**src/shared/hlsow_pkg.sv**
```systemverilog
package hlsow_pkg;
    localparam int CLK_HZ = 100000000;
    localparam int DEGLITCH_SHORT_MS = 1;
    localparam int DEGLITCH_LONG_MS = 10;
    localparam int DEGLITCH_SHORT_CYC = CLK_HZ / 1000 * DEGLITCH_SHORT_MS;
    localparam int DEGLITCH_LONG_CYC = CLK_HZ / 1000 * DEGLITCH_LONG_MS;
    localparam int CNT_W = 20;
    localparam logic [1:0] LINK_SPI = 2'h0;
    localparam logic [1:0] LINK_I2C = 2'h1;
    localparam logic [1:0] LINK_SPL = 2'h2;
    localparam logic [1:0] LINK_SEL_RST = 2'h0;
    localparam logic FILTER_SEL_RST = 1'h0;
    localparam int MBOX_W = 8;
    localparam logic [7:0] MBOX_RST = 8'h00;
endpackage

```
**src/hdl/hlsow_deglitch.sv**
```systemverilog
`timescale 1ns/1ns
module hlsow_deglitch #(
    parameter int SHORT_CYC = hlsow_pkg::DEGLITCH_SHORT_CYC,
    parameter int LONG_CYC = hlsow_pkg::DEGLITCH_LONG_CYC
) (
    input wire logic clk_in,
    input wire logic arst_n_in,
    input wire logic restart_in,
    input wire logic level_in,
    input wire logic long_in,
    output logic done_out
);
    logic [hlsow_pkg::CNT_W-1:0] cnt_r;
    logic [hlsow_pkg::CNT_W-1:0] limit;

    assign limit = long_in ? hlsow_pkg::CNT_W'(LONG_CYC - 1)
                           : hlsow_pkg::CNT_W'(SHORT_CYC - 1);

    // Done pulses for one cycle each time the level has lasted the full time, then the count restarts
    always_ff @(posedge clk_in or negedge arst_n_in) begin
        if (!arst_n_in) begin
            cnt_r <= '0;
            done_out <= 1'b0;
        end else if (restart_in || !level_in) begin
            cnt_r <= '0;
            done_out <= 1'b0;
        end else if (cnt_r >= limit) begin
            cnt_r <= '0;
            done_out <= 1'b1;
        end else begin
            cnt_r <= cnt_r + 1'b1;
            done_out <= 1'b0;
        end
    end
endmodule

```
**src/hdl/hlsow_top.sv**
```systemverilog
`timescale 1ns/1ns
module hlsow_top #(
    parameter int SHORT_CYC = hlsow_pkg::DEGLITCH_SHORT_CYC,
    parameter int LONG_CYC = hlsow_pkg::DEGLITCH_LONG_CYC
) (
    input wire logic clk_in,
    input wire logic arst_n_in,
    // Test register writes, external links only
    input wire logic test_wr_in,
    input wire logic [1:0] link_select_field_in,
    input wire logic wake_filter_time_select_in,
    input wire logic pin_transceiver_enable_in,
    input wire logic owner_link_in,
    input wire logic proc_reset_in,
    input wire logic test_mbox_wr_in,
    input wire logic [7:0] test_mbox_data_in,
    // Processor extended SFR writes
    input wire logic sfr_wr_in,
    input wire logic sfr_dac_on_in,
    input wire logic sfr_transceiver_switch_on_in,
    input wire logic sfr_mbox_wr_in,
    input wire logic [7:0] sfr_mbox_data_in,
    input wire logic irq_ack_in,
    // Analog comparator and link side
    input wire logic wake_overvoltage_level_in,
    input wire logic pin_normal_level_in,
    input wire logic link_rx_in,
    input wire logic link_tx_req_in,
    input wire logic link_tx_bit_in,
    // Memory requests
    input wire logic proc_mem_req_in,
    input wire logic link_mem_req_in,
    output logic proc_mem_grant_out,
    output logic link_mem_grant_out,
    output logic proc_reset_out,
    output logic [1:0] link_select_out,
    output logic spi_en_out,
    output logic i2c_en_out,
    output logic single_pin_link_en_out,
    output logic gpio_i2c_mode_out,
    output logic dac_on_out,
    output logic transceiver_switch_out,
    output logic link_rx_out,
    output logic link_tx_out,
    output logic link_tx_oe_out,
    output logic link_wake_irq_out,
    output logic wake_request_out,
    output logic [7:0] mbox_to_proc_out,
    output logic [7:0] mbox_to_link_out
);
    typedef enum logic [3:0] {
        HLSOW_IDLE = 4'h1,
        HLSOW_HIGH = 4'h2,
        HLSOW_BACK = 4'h4,
        HLSOW_DONE = 4'h8
    } hlsow_wake_e;

    hlsow_wake_e wake_r;
    hlsow_wake_e wake_nxt;
    logic [1:0] sel_r;
    logic filt_r;
    logic transceiver_switch_en_r;
    logic owner_r;
    logic preset_r;
    logic dac_sfr_r;
    logic transceiver_switch_sfr_r;
    logic irq_r;
    logic done;
    logic level;
    logic restart;
    logic wake_ok;

    function automatic logic is_code(input logic [1:0] s, input logic [1:0] c);
        is_code = (s == c);
    endfunction

    // Control written only over test space, so links alone own it
    always_ff @(posedge clk_in or negedge arst_n_in) begin
        if (!arst_n_in) begin
            sel_r <= hlsow_pkg::LINK_SEL_RST;
            filt_r <= hlsow_pkg::FILTER_SEL_RST;
            transceiver_switch_en_r <= 1'b0;
            owner_r <= 1'b0;
            preset_r <= 1'b0;
        end else if (test_wr_in) begin
            sel_r <= link_select_field_in;
            filt_r <= wake_filter_time_select_in;
            transceiver_switch_en_r <= pin_transceiver_enable_in;
            owner_r <= owner_link_in;
            preset_r <= proc_reset_in;
        end
    end

    // Processor switches, set by wake service routine
    always_ff @(posedge clk_in or negedge arst_n_in) begin
        if (!arst_n_in) begin
            dac_sfr_r <= 1'b1;
            transceiver_switch_sfr_r <= 1'b0;
        end else if (sfr_wr_in && !preset_r) begin
            dac_sfr_r <= sfr_dac_on_in;
            transceiver_switch_sfr_r <= sfr_transceiver_switch_on_in;
        end
    end

    // Wake only while the DAC drives the pin and no slave link is chosen
    assign wake_ok = dac_sfr_r && !transceiver_switch_sfr_r && !transceiver_switch_en_r
                     && !is_code(sel_r, hlsow_pkg::LINK_SPI)
                     && !is_code(sel_r, hlsow_pkg::LINK_I2C)
                     && !is_code(sel_r, hlsow_pkg::LINK_SPL)
                     && !preset_r;
    assign level = (wake_r == HLSOW_BACK) ? pin_normal_level_in
                                          : wake_overvoltage_level_in;
    assign restart = (wake_r != wake_nxt);

    hlsow_deglitch #(
        .SHORT_CYC(SHORT_CYC),
        .LONG_CYC(LONG_CYC)
    ) u_deglitch (
        .clk_in(clk_in),
        .arst_n_in(arst_n_in),
        .restart_in(restart),
        .level_in(level && wake_ok && wake_r != HLSOW_DONE),
        .long_in(filt_r),
        .done_out(done)
    );

    always_comb begin
        wake_nxt = wake_r;
        unique case (wake_r)
            HLSOW_IDLE: begin
                if (wake_ok && wake_overvoltage_level_in) begin
                    wake_nxt = HLSOW_HIGH;
                end
            end
            HLSOW_HIGH: begin
                if (!wake_ok || !wake_overvoltage_level_in) begin
                    wake_nxt = HLSOW_IDLE;
                end else if (done) begin
                    wake_nxt = HLSOW_BACK;
                end
            end
            HLSOW_BACK: begin
                if (!wake_ok || !pin_normal_level_in) begin
                    wake_nxt = HLSOW_IDLE;
                end else if (done) begin
                    wake_nxt = HLSOW_DONE;
                end
            end
            HLSOW_DONE: begin
                if (!wake_ok) begin
                    wake_nxt = HLSOW_IDLE;
                end
            end
            default: wake_nxt = HLSOW_IDLE;
        endcase
    end

    always_ff @(posedge clk_in or negedge arst_n_in) begin
        if (!arst_n_in) begin
            wake_r <= HLSOW_IDLE;
        end else begin
            wake_r <= wake_nxt;
        end
    end

    // Set wins over acknowledge so a late wake is not lost
    always_ff @(posedge clk_in or negedge arst_n_in) begin
        if (!arst_n_in) begin
            irq_r <= 1'b0;
        end else if (wake_r == HLSOW_BACK && wake_nxt == HLSOW_DONE) begin
            irq_r <= 1'b1;
        end else if (irq_ack_in) begin
            irq_r <= 1'b0;
        end
    end

    always_ff @(posedge clk_in or negedge arst_n_in) begin
        if (!arst_n_in) begin
            link_wake_irq_out <= 1'b0;
            wake_request_out <= 1'b0;
        end else begin
            link_wake_irq_out <= irq_r;
            wake_request_out <= (wake_nxt == HLSOW_BACK)
                                || (wake_nxt == HLSOW_DONE);
        end
    end

    // Mode decode and pin switching
    always_ff @(posedge clk_in or negedge arst_n_in) begin
        if (!arst_n_in) begin
            link_select_out <= hlsow_pkg::LINK_SEL_RST;
            spi_en_out <= 1'b0;
            i2c_en_out <= 1'b0;
            single_pin_link_en_out <= 1'b0;
            gpio_i2c_mode_out <= 1'b0;
            dac_on_out <= 1'b1;
            transceiver_switch_out <= 1'b0;
            proc_reset_out <= 1'b0;
        end else begin
            link_select_out <= sel_r;
            spi_en_out <= is_code(sel_r, hlsow_pkg::LINK_SPI);
            i2c_en_out <= is_code(sel_r, hlsow_pkg::LINK_I2C);
            gpio_i2c_mode_out <= is_code(sel_r,
                                         hlsow_pkg::LINK_I2C);
            single_pin_link_en_out <= is_code(sel_r, hlsow_pkg::LINK_SPL)
                                      || transceiver_switch_en_r || transceiver_switch_sfr_r;
            // Off in code 0b10, under overdrive and once back period ends
            dac_on_out <= !is_code(sel_r, hlsow_pkg::LINK_SPL)
                          && dac_sfr_r && !transceiver_switch_en_r && !transceiver_switch_sfr_r
                          && wake_nxt != HLSOW_HIGH
                          && wake_nxt != HLSOW_DONE;
            transceiver_switch_out <= transceiver_switch_en_r || transceiver_switch_sfr_r;
            proc_reset_out <= preset_r;
        end
    end

    // Exclusive memory grant
    always_ff @(posedge clk_in or negedge arst_n_in) begin
        if (!arst_n_in) begin
            proc_mem_grant_out <= 1'b0;
            link_mem_grant_out <= 1'b0;
        end else begin
            proc_mem_grant_out <= !owner_r && proc_mem_req_in
                                  && !preset_r;
            link_mem_grant_out <= owner_r && link_mem_req_in;
        end
    end

    // Receive data and transmit enable pass only with the transceiver connected; rx idles recessive
    always_ff @(posedge clk_in or negedge arst_n_in) begin
        if (!arst_n_in) begin
            link_rx_out <= 1'b1;
            link_tx_out <= 1'b1;
            link_tx_oe_out <= 1'b0;
        end else begin
            link_rx_out <= transceiver_switch_out ? link_rx_in
                                                  : 1'b1;
            link_tx_out <= link_tx_bit_in;
            link_tx_oe_out <= transceiver_switch_out && link_tx_req_in
                              && !link_tx_bit_in;
        end
    end

    // Mailbox, one byte each way
    always_ff @(posedge clk_in or negedge arst_n_in) begin
        if (!arst_n_in) begin
            mbox_to_proc_out <= hlsow_pkg::MBOX_RST;
            mbox_to_link_out <= hlsow_pkg::MBOX_RST;
        end else begin
            if (test_mbox_wr_in) begin
                mbox_to_proc_out <= test_mbox_data_in;
            end
            if (sfr_mbox_wr_in) begin
                mbox_to_link_out <= sfr_mbox_data_in;
            end
        end
    end

    property p_excl;
        @(posedge clk_in) disable iff (!arst_n_in)
        !(proc_mem_grant_out && link_mem_grant_out);
    endproperty
    a_excl: assert property (p_excl) else $error("both granted");

    property p_irq_cause;
        @(posedge clk_in) disable iff (!arst_n_in)
        $rose(irq_r) |-> $past(wake_r) == HLSOW_BACK;
    endproperty
    a_irq_cause: assert property (p_irq_cause)
        else $error("irq without wake");

    property p_irq_hold;
        @(posedge clk_in) disable iff (!arst_n_in)
        irq_r && !irq_ack_in |=> irq_r;
    endproperty
    a_irq_hold: assert property (p_irq_hold)
        else $error("irq dropped");

    property p_i2c;
        @(posedge clk_in) disable iff (!arst_n_in)
        sel_r == hlsow_pkg::LINK_I2C |=> gpio_i2c_mode_out;
    endproperty
    a_i2c: assert property (p_i2c)
        else $error("i2c pins not set");

    property p_dac_off;
        @(posedge clk_in) disable iff (!arst_n_in)
        transceiver_switch_en_r |=> !dac_on_out && transceiver_switch_out;
    endproperty
    a_dac_off: assert property (p_dac_off) else $error("dac on");

    property p_tx;
        @(posedge clk_in) disable iff (!arst_n_in)
        link_tx_oe_out |-> $past(link_tx_req_in);
    endproperty
    a_tx: assert property (p_tx) else $error("tx unrequested");

    property p_high;
        @(posedge clk_in) disable iff (!arst_n_in)
        $rose(wake_request_out) |-> $past(done);
    endproperty
    a_high: assert property (p_high) else $error("early wake");

    property p_mode;
        @(posedge clk_in) disable iff (!arst_n_in)
        wake_r != HLSOW_IDLE |-> $past(wake_ok);
    endproperty
    a_mode: assert property (p_mode)
        else $error("wake in link mode");

    c_wake: cover property (@(posedge clk_in) $rose(link_wake_irq_out));
    c_i2c: cover property (@(posedge clk_in) $rose(gpio_i2c_mode_out));
    c_link: cover property (@(posedge clk_in) link_mem_grant_out);
endmodule

```
**config.mk**
```make
export PLATFORM = sky130hd
export DESIGN_NAME = hlsow_top
export DESIGN_NICKNAME = d
export VERILOG_FILES = /design/src/shared/hlsow_pkg.sv /design/src/hdl/hlsow_deglitch.sv /design/src/hdl/hlsow_top.sv
export SDC_FILE = /design/constraint.sdc
export NUM_CORES = 1
export LEC_CHECK = 0
export BUFFER_PORTS_ARGS = -buffer_cell sky130_fd_sc_hd__buf_2
export CORE_ASPECT_RATIO = 1.1
export CORE_MARGIN = 1.5
export CORE_UTILIZATION = 53
export DETAILED_ROUTE_END_ITERATION = 10
export PLACE_DENSITY = 0.79
export SYNTH_ARGS = -nofsm -noshare
export SYNTH_HDL_FRONTEND = slang
export SYNTH_SLANG_ARGS = --single-unit
```
**constraint.sdc**
```tcl
create_clock -name clk_in -period 2.75 [get_ports clk_in]
set_input_delay 0.1375 -clock clk_in [delete_from_list [all_inputs] [get_ports clk_in]]
set_output_delay 0.1375 -clock clk_in [all_outputs]
set_load 0.03 [all_outputs]
```
==> run_results.csv <==
group,metric,value,unit
drt,wire_per_inst,14.5,um
sta,setup_tns,0,ns
synthesis,synth_top_family_by_area,"simple AND/OR/NAND/NOR gates",
synthesis,syn_inst,259,
worst_setup_path,cp_data_arrival_time,2.68,ns
drt,viasPerCell,5.44,
global_route,grt_antenna_before_repair,0,
sta,rsz0062_at_grt,"no",
drt,drtIter0Drc,122,
sta,slew_viol_final,0,
worst_setup_path,r2r_end,"u_deglitch.cnt_r[8]",
power_and_ir_drop,p_sw_share,26.1,%
power_and_ir_drop,p_int,1640,uW
global_route,grt_pass1_vias,2295,
clocking,cts.root.buffer_cell,"clkbuf_8",
worst_setup_path,r2r_cells,7,
synthesis,yosysTopAreaCellShare,49.5,%
clocking,cts_tree,"yes",
placement,hpwl,4230,um
worst_setup_path,critPathMaxFanout,18,
synthesis,yosys.area_share.simple,19.1,%
floorplanning,dieArea,6190,sq um
worst_setup_path,worstSetupPathType,"reg -> reg",
synthesis,yosys_warnings,0,
finish,num_antenna_cells,0,
sta,period_needed,2.43,ns
synthesis,synth_fa_ha_area_share,3.71,%
outcome,status,"completed",
synthesis,yosysSeqAreaShare,53.8,%
clocking,ctsResizeCount,0,
sta,setup_violations,0,
floorplanning,io_pins,70,
finish,drive_gt1_share,36.4,%
power_and_ir_drop,comb_power_share,12.6,%
power_and_ir_drop,ir_drop,0.697,mV
worst_setup_path,r2r_slack,0.32,ns
clocking,h-tree-depth,3,
floorplanning,die_y,82.4,um
worst_setup_path,endpoint_kind,"register",
synthesis,avgSynthCellArea,11.7,sq um
clocking,clk_pin_slew,0.07,ns
drt,drt_wl_total,6030,um
sta,fin_crit_sh,88.4,%
power_and_ir_drop,power_switching,579,uW
hold_path,min_from,"proc_reset_in",
global_route,gr-total-overflow,0,
synthesis,ys_seq_elements,65,
worst_setup_path,crit_required,3.00,ns
global_route,grt_max_degree,35,
floorplanning,rows,28,
synthesis,synth_most_common_cell,"dfrtp_1",
synthesis,yosys-top-cells-count,"60 x dfrtp_1, 22 x mux2_2, 20 x nor3_1",
synthesis,ys_top_cells_by_area,"dfrtp_1 49%, mux2_2 8.2%, dfstp_2 4.3%",
clocking,numCtsBuffers,9,
placement,io_buffers,69,
finish,syn2layout_area_growth,22.5,%
worst_setup_path,start_kind,"register",
clocking,clock_latency,0.34,ns
global_route,grt.total_usage,22.3,%
clocking,hold_buffers,7,
drt,first_pass_iters,4,
synthesis,synth.area.mux_share,8.82,%
synthesis,synth-edff-count,0,
synthesis,netlist_area,3040,sq um
drt,drc,0,
drt,num_vias,2264,
clocking,clockBufferDepth,2,
hold_path,holdPathEnd,"preset_r",
hold_path,hold_depth,2,
sta,finClkSkew,0.00718,ns
floorplanning,die_width,75.2,um
worst_setup_path,reg2reg_from,"filt_r",
placement,gp_congestion,0.851,
synthesis,synth_top_cell_by_area,"dfrtp_1",
drt,ant_nets,0,
placement,place_worst_setup_slack,0.330,ns
finish,nNetsFinal,383,
power_and_ir_drop,clockPowerShare,39.9,%
sta,worst_slew_pin_slew,0.735,ns
clocking,post_cts_buffers,0,
power_and_ir_drop,leakage,0.00168,uW
synthesis,synthArstFlopShare,100,%
sta,fmax,411,MHz
synthesis,synth_compound_area_share,5.73,%
power_and_ir_drop,power.density,596,nW/um^2
power_and_ir_drop,p_seq_share,47.5,%
floorplanning,core,5470,sq um
clocking,cts.sinks,65,
synthesis,synth-xor-area-share,5.48,%
flow_run,drv_cap,0,
floorplanning,initial_core_util,55.5,%
hold_path,hold_class,"in -> reg",
sta,hold_viol,0,
sta,slew-limit-headroom,51.0,%
synthesis,synth_cell_type_count,51,
synthesis,synth_nets,306,
global_route,grt_first_pass_wirelength,10300,um
sta,setup_ws,0.319,ns
synthesis,ys.flop_type,"dfrtp_1",
[final cells by class]
| cell class | instances | area, sq um |
|---|---|---|
| inverters | 8 | 30.0 |
| clock buffers | 10 | 128 |
| repair buffers | 78 | 443 |
| multi-input cells | 174 | 1300 |
| fillers | 427 | 1750 |
| clock inverters | 6 | 90.1 |
| well taps | 75 | 93.8 |
| flip-flops and latches | 65 | 1630 |
[placed cells by master, fill, tap and decap left out, types with 5 or more instances in the layout]
master,count
o21ai_0,8
mux2_2,22
buf_2,69
nand2_1,14
dlygate4sd3_1,7
dfrtp_1,60
nand4_1,6
inv_1,8
nand3_1,9
xnor2_1,11
nor2b_1,5
nor3_1,20
nor4_1,6
dfstp_2,5
xor2_1,8
nor2_1,11
ha_1,9
clkbuf_8,9
[metal layers]
layer	part of all wire [%]	GRT usage (%)	routed length, um
met1	42	26.2	2520
met2	52	39.1	3130
met3	5.5	6.67	329
met4	0.80	7.14	48
met5	0	0	0
[how the worst max path moves through the flow]
stage                       from              endpoint  slack (ns)  cells after the start
after floorplan           filt_r  u_deglitch.cnt_r[18]        0.75                      8
after global placement    filt_r   u_deglitch.cnt_r[0]        0.53                      7
after detailed placement  filt_r   u_deglitch.cnt_r[5]        0.33                      7
after CTS                 filt_r   u_deglitch.cnt_r[5]        0.33                      7
after global routing      filt_r   u_deglitch.cnt_r[8]        0.12                      7
final                     filt_r   u_deglitch.cnt_r[8]        0.32                      7
[through the flow]
step | hold slack, ns | total power, uW | cells | instance area (sq um) | utilization, %
after floorplan | -0.158 | 1230 | 259 | 3040 | -
after global placement | 0.226 | 1330 | 393 | 3430 | 62.8
after detailed placement | 0.233 | 1340 | 393 | 3430 | 62.8
after CTS | 0.0157 | 2230 | 416 | 3720 | 68.0
after global routing | 0.0176 | 2310 | 416 | 3720 | 68.0
final | 0.0245 | 2220 | 416 | 3720 | 68.0
[power by group through the flow]
stage / logic (uW) / clock network, uW / registers [uW]
floorplan: 81.1 / 0 / 1150
global placement: 268 / 0 / 1070
detailed placement: 274 / 0 / 1070
CTS: 283 / 900 / 1050
global route: 304 / 946 / 1060
finish: 279 / 884 / 1050
[logic make-up (layout without fill, tap and decap cells)]
kind of cell	Yosys count	in the layout
AOI/OAI and AO/OA	24	24
xor gates and xnor gates	19	19
adders and majority gates	9	9
buffers and inverters	20	102
DFF	65	65
and+or+nand+nor	98	98
muxes	24	24
[state kept, by name, summed over array words and instances (netlist names), 2 cells and up]
| signal | flops |
|---|---|
| wake_r | 4 |
| sel_r | 2 |
| u_deglitch.cnt_r | 20 |
| mbox_to_link_out | 8 |
| link_select_out | 2 |
| mbox_to_proc_out | 8 |
[worst max-delay path: stages (launching register included)]
cell and delay (ns):
dfrtp_1 0.43, inv_1 0.20, ha_1 0.27, o21ai_0 0.27, nor2_1 0.10, o41ai_2 0.27, nand4_2 0.45, nor3_1 0.34
No activity file was read; power rests on OpenSTA's default activity.
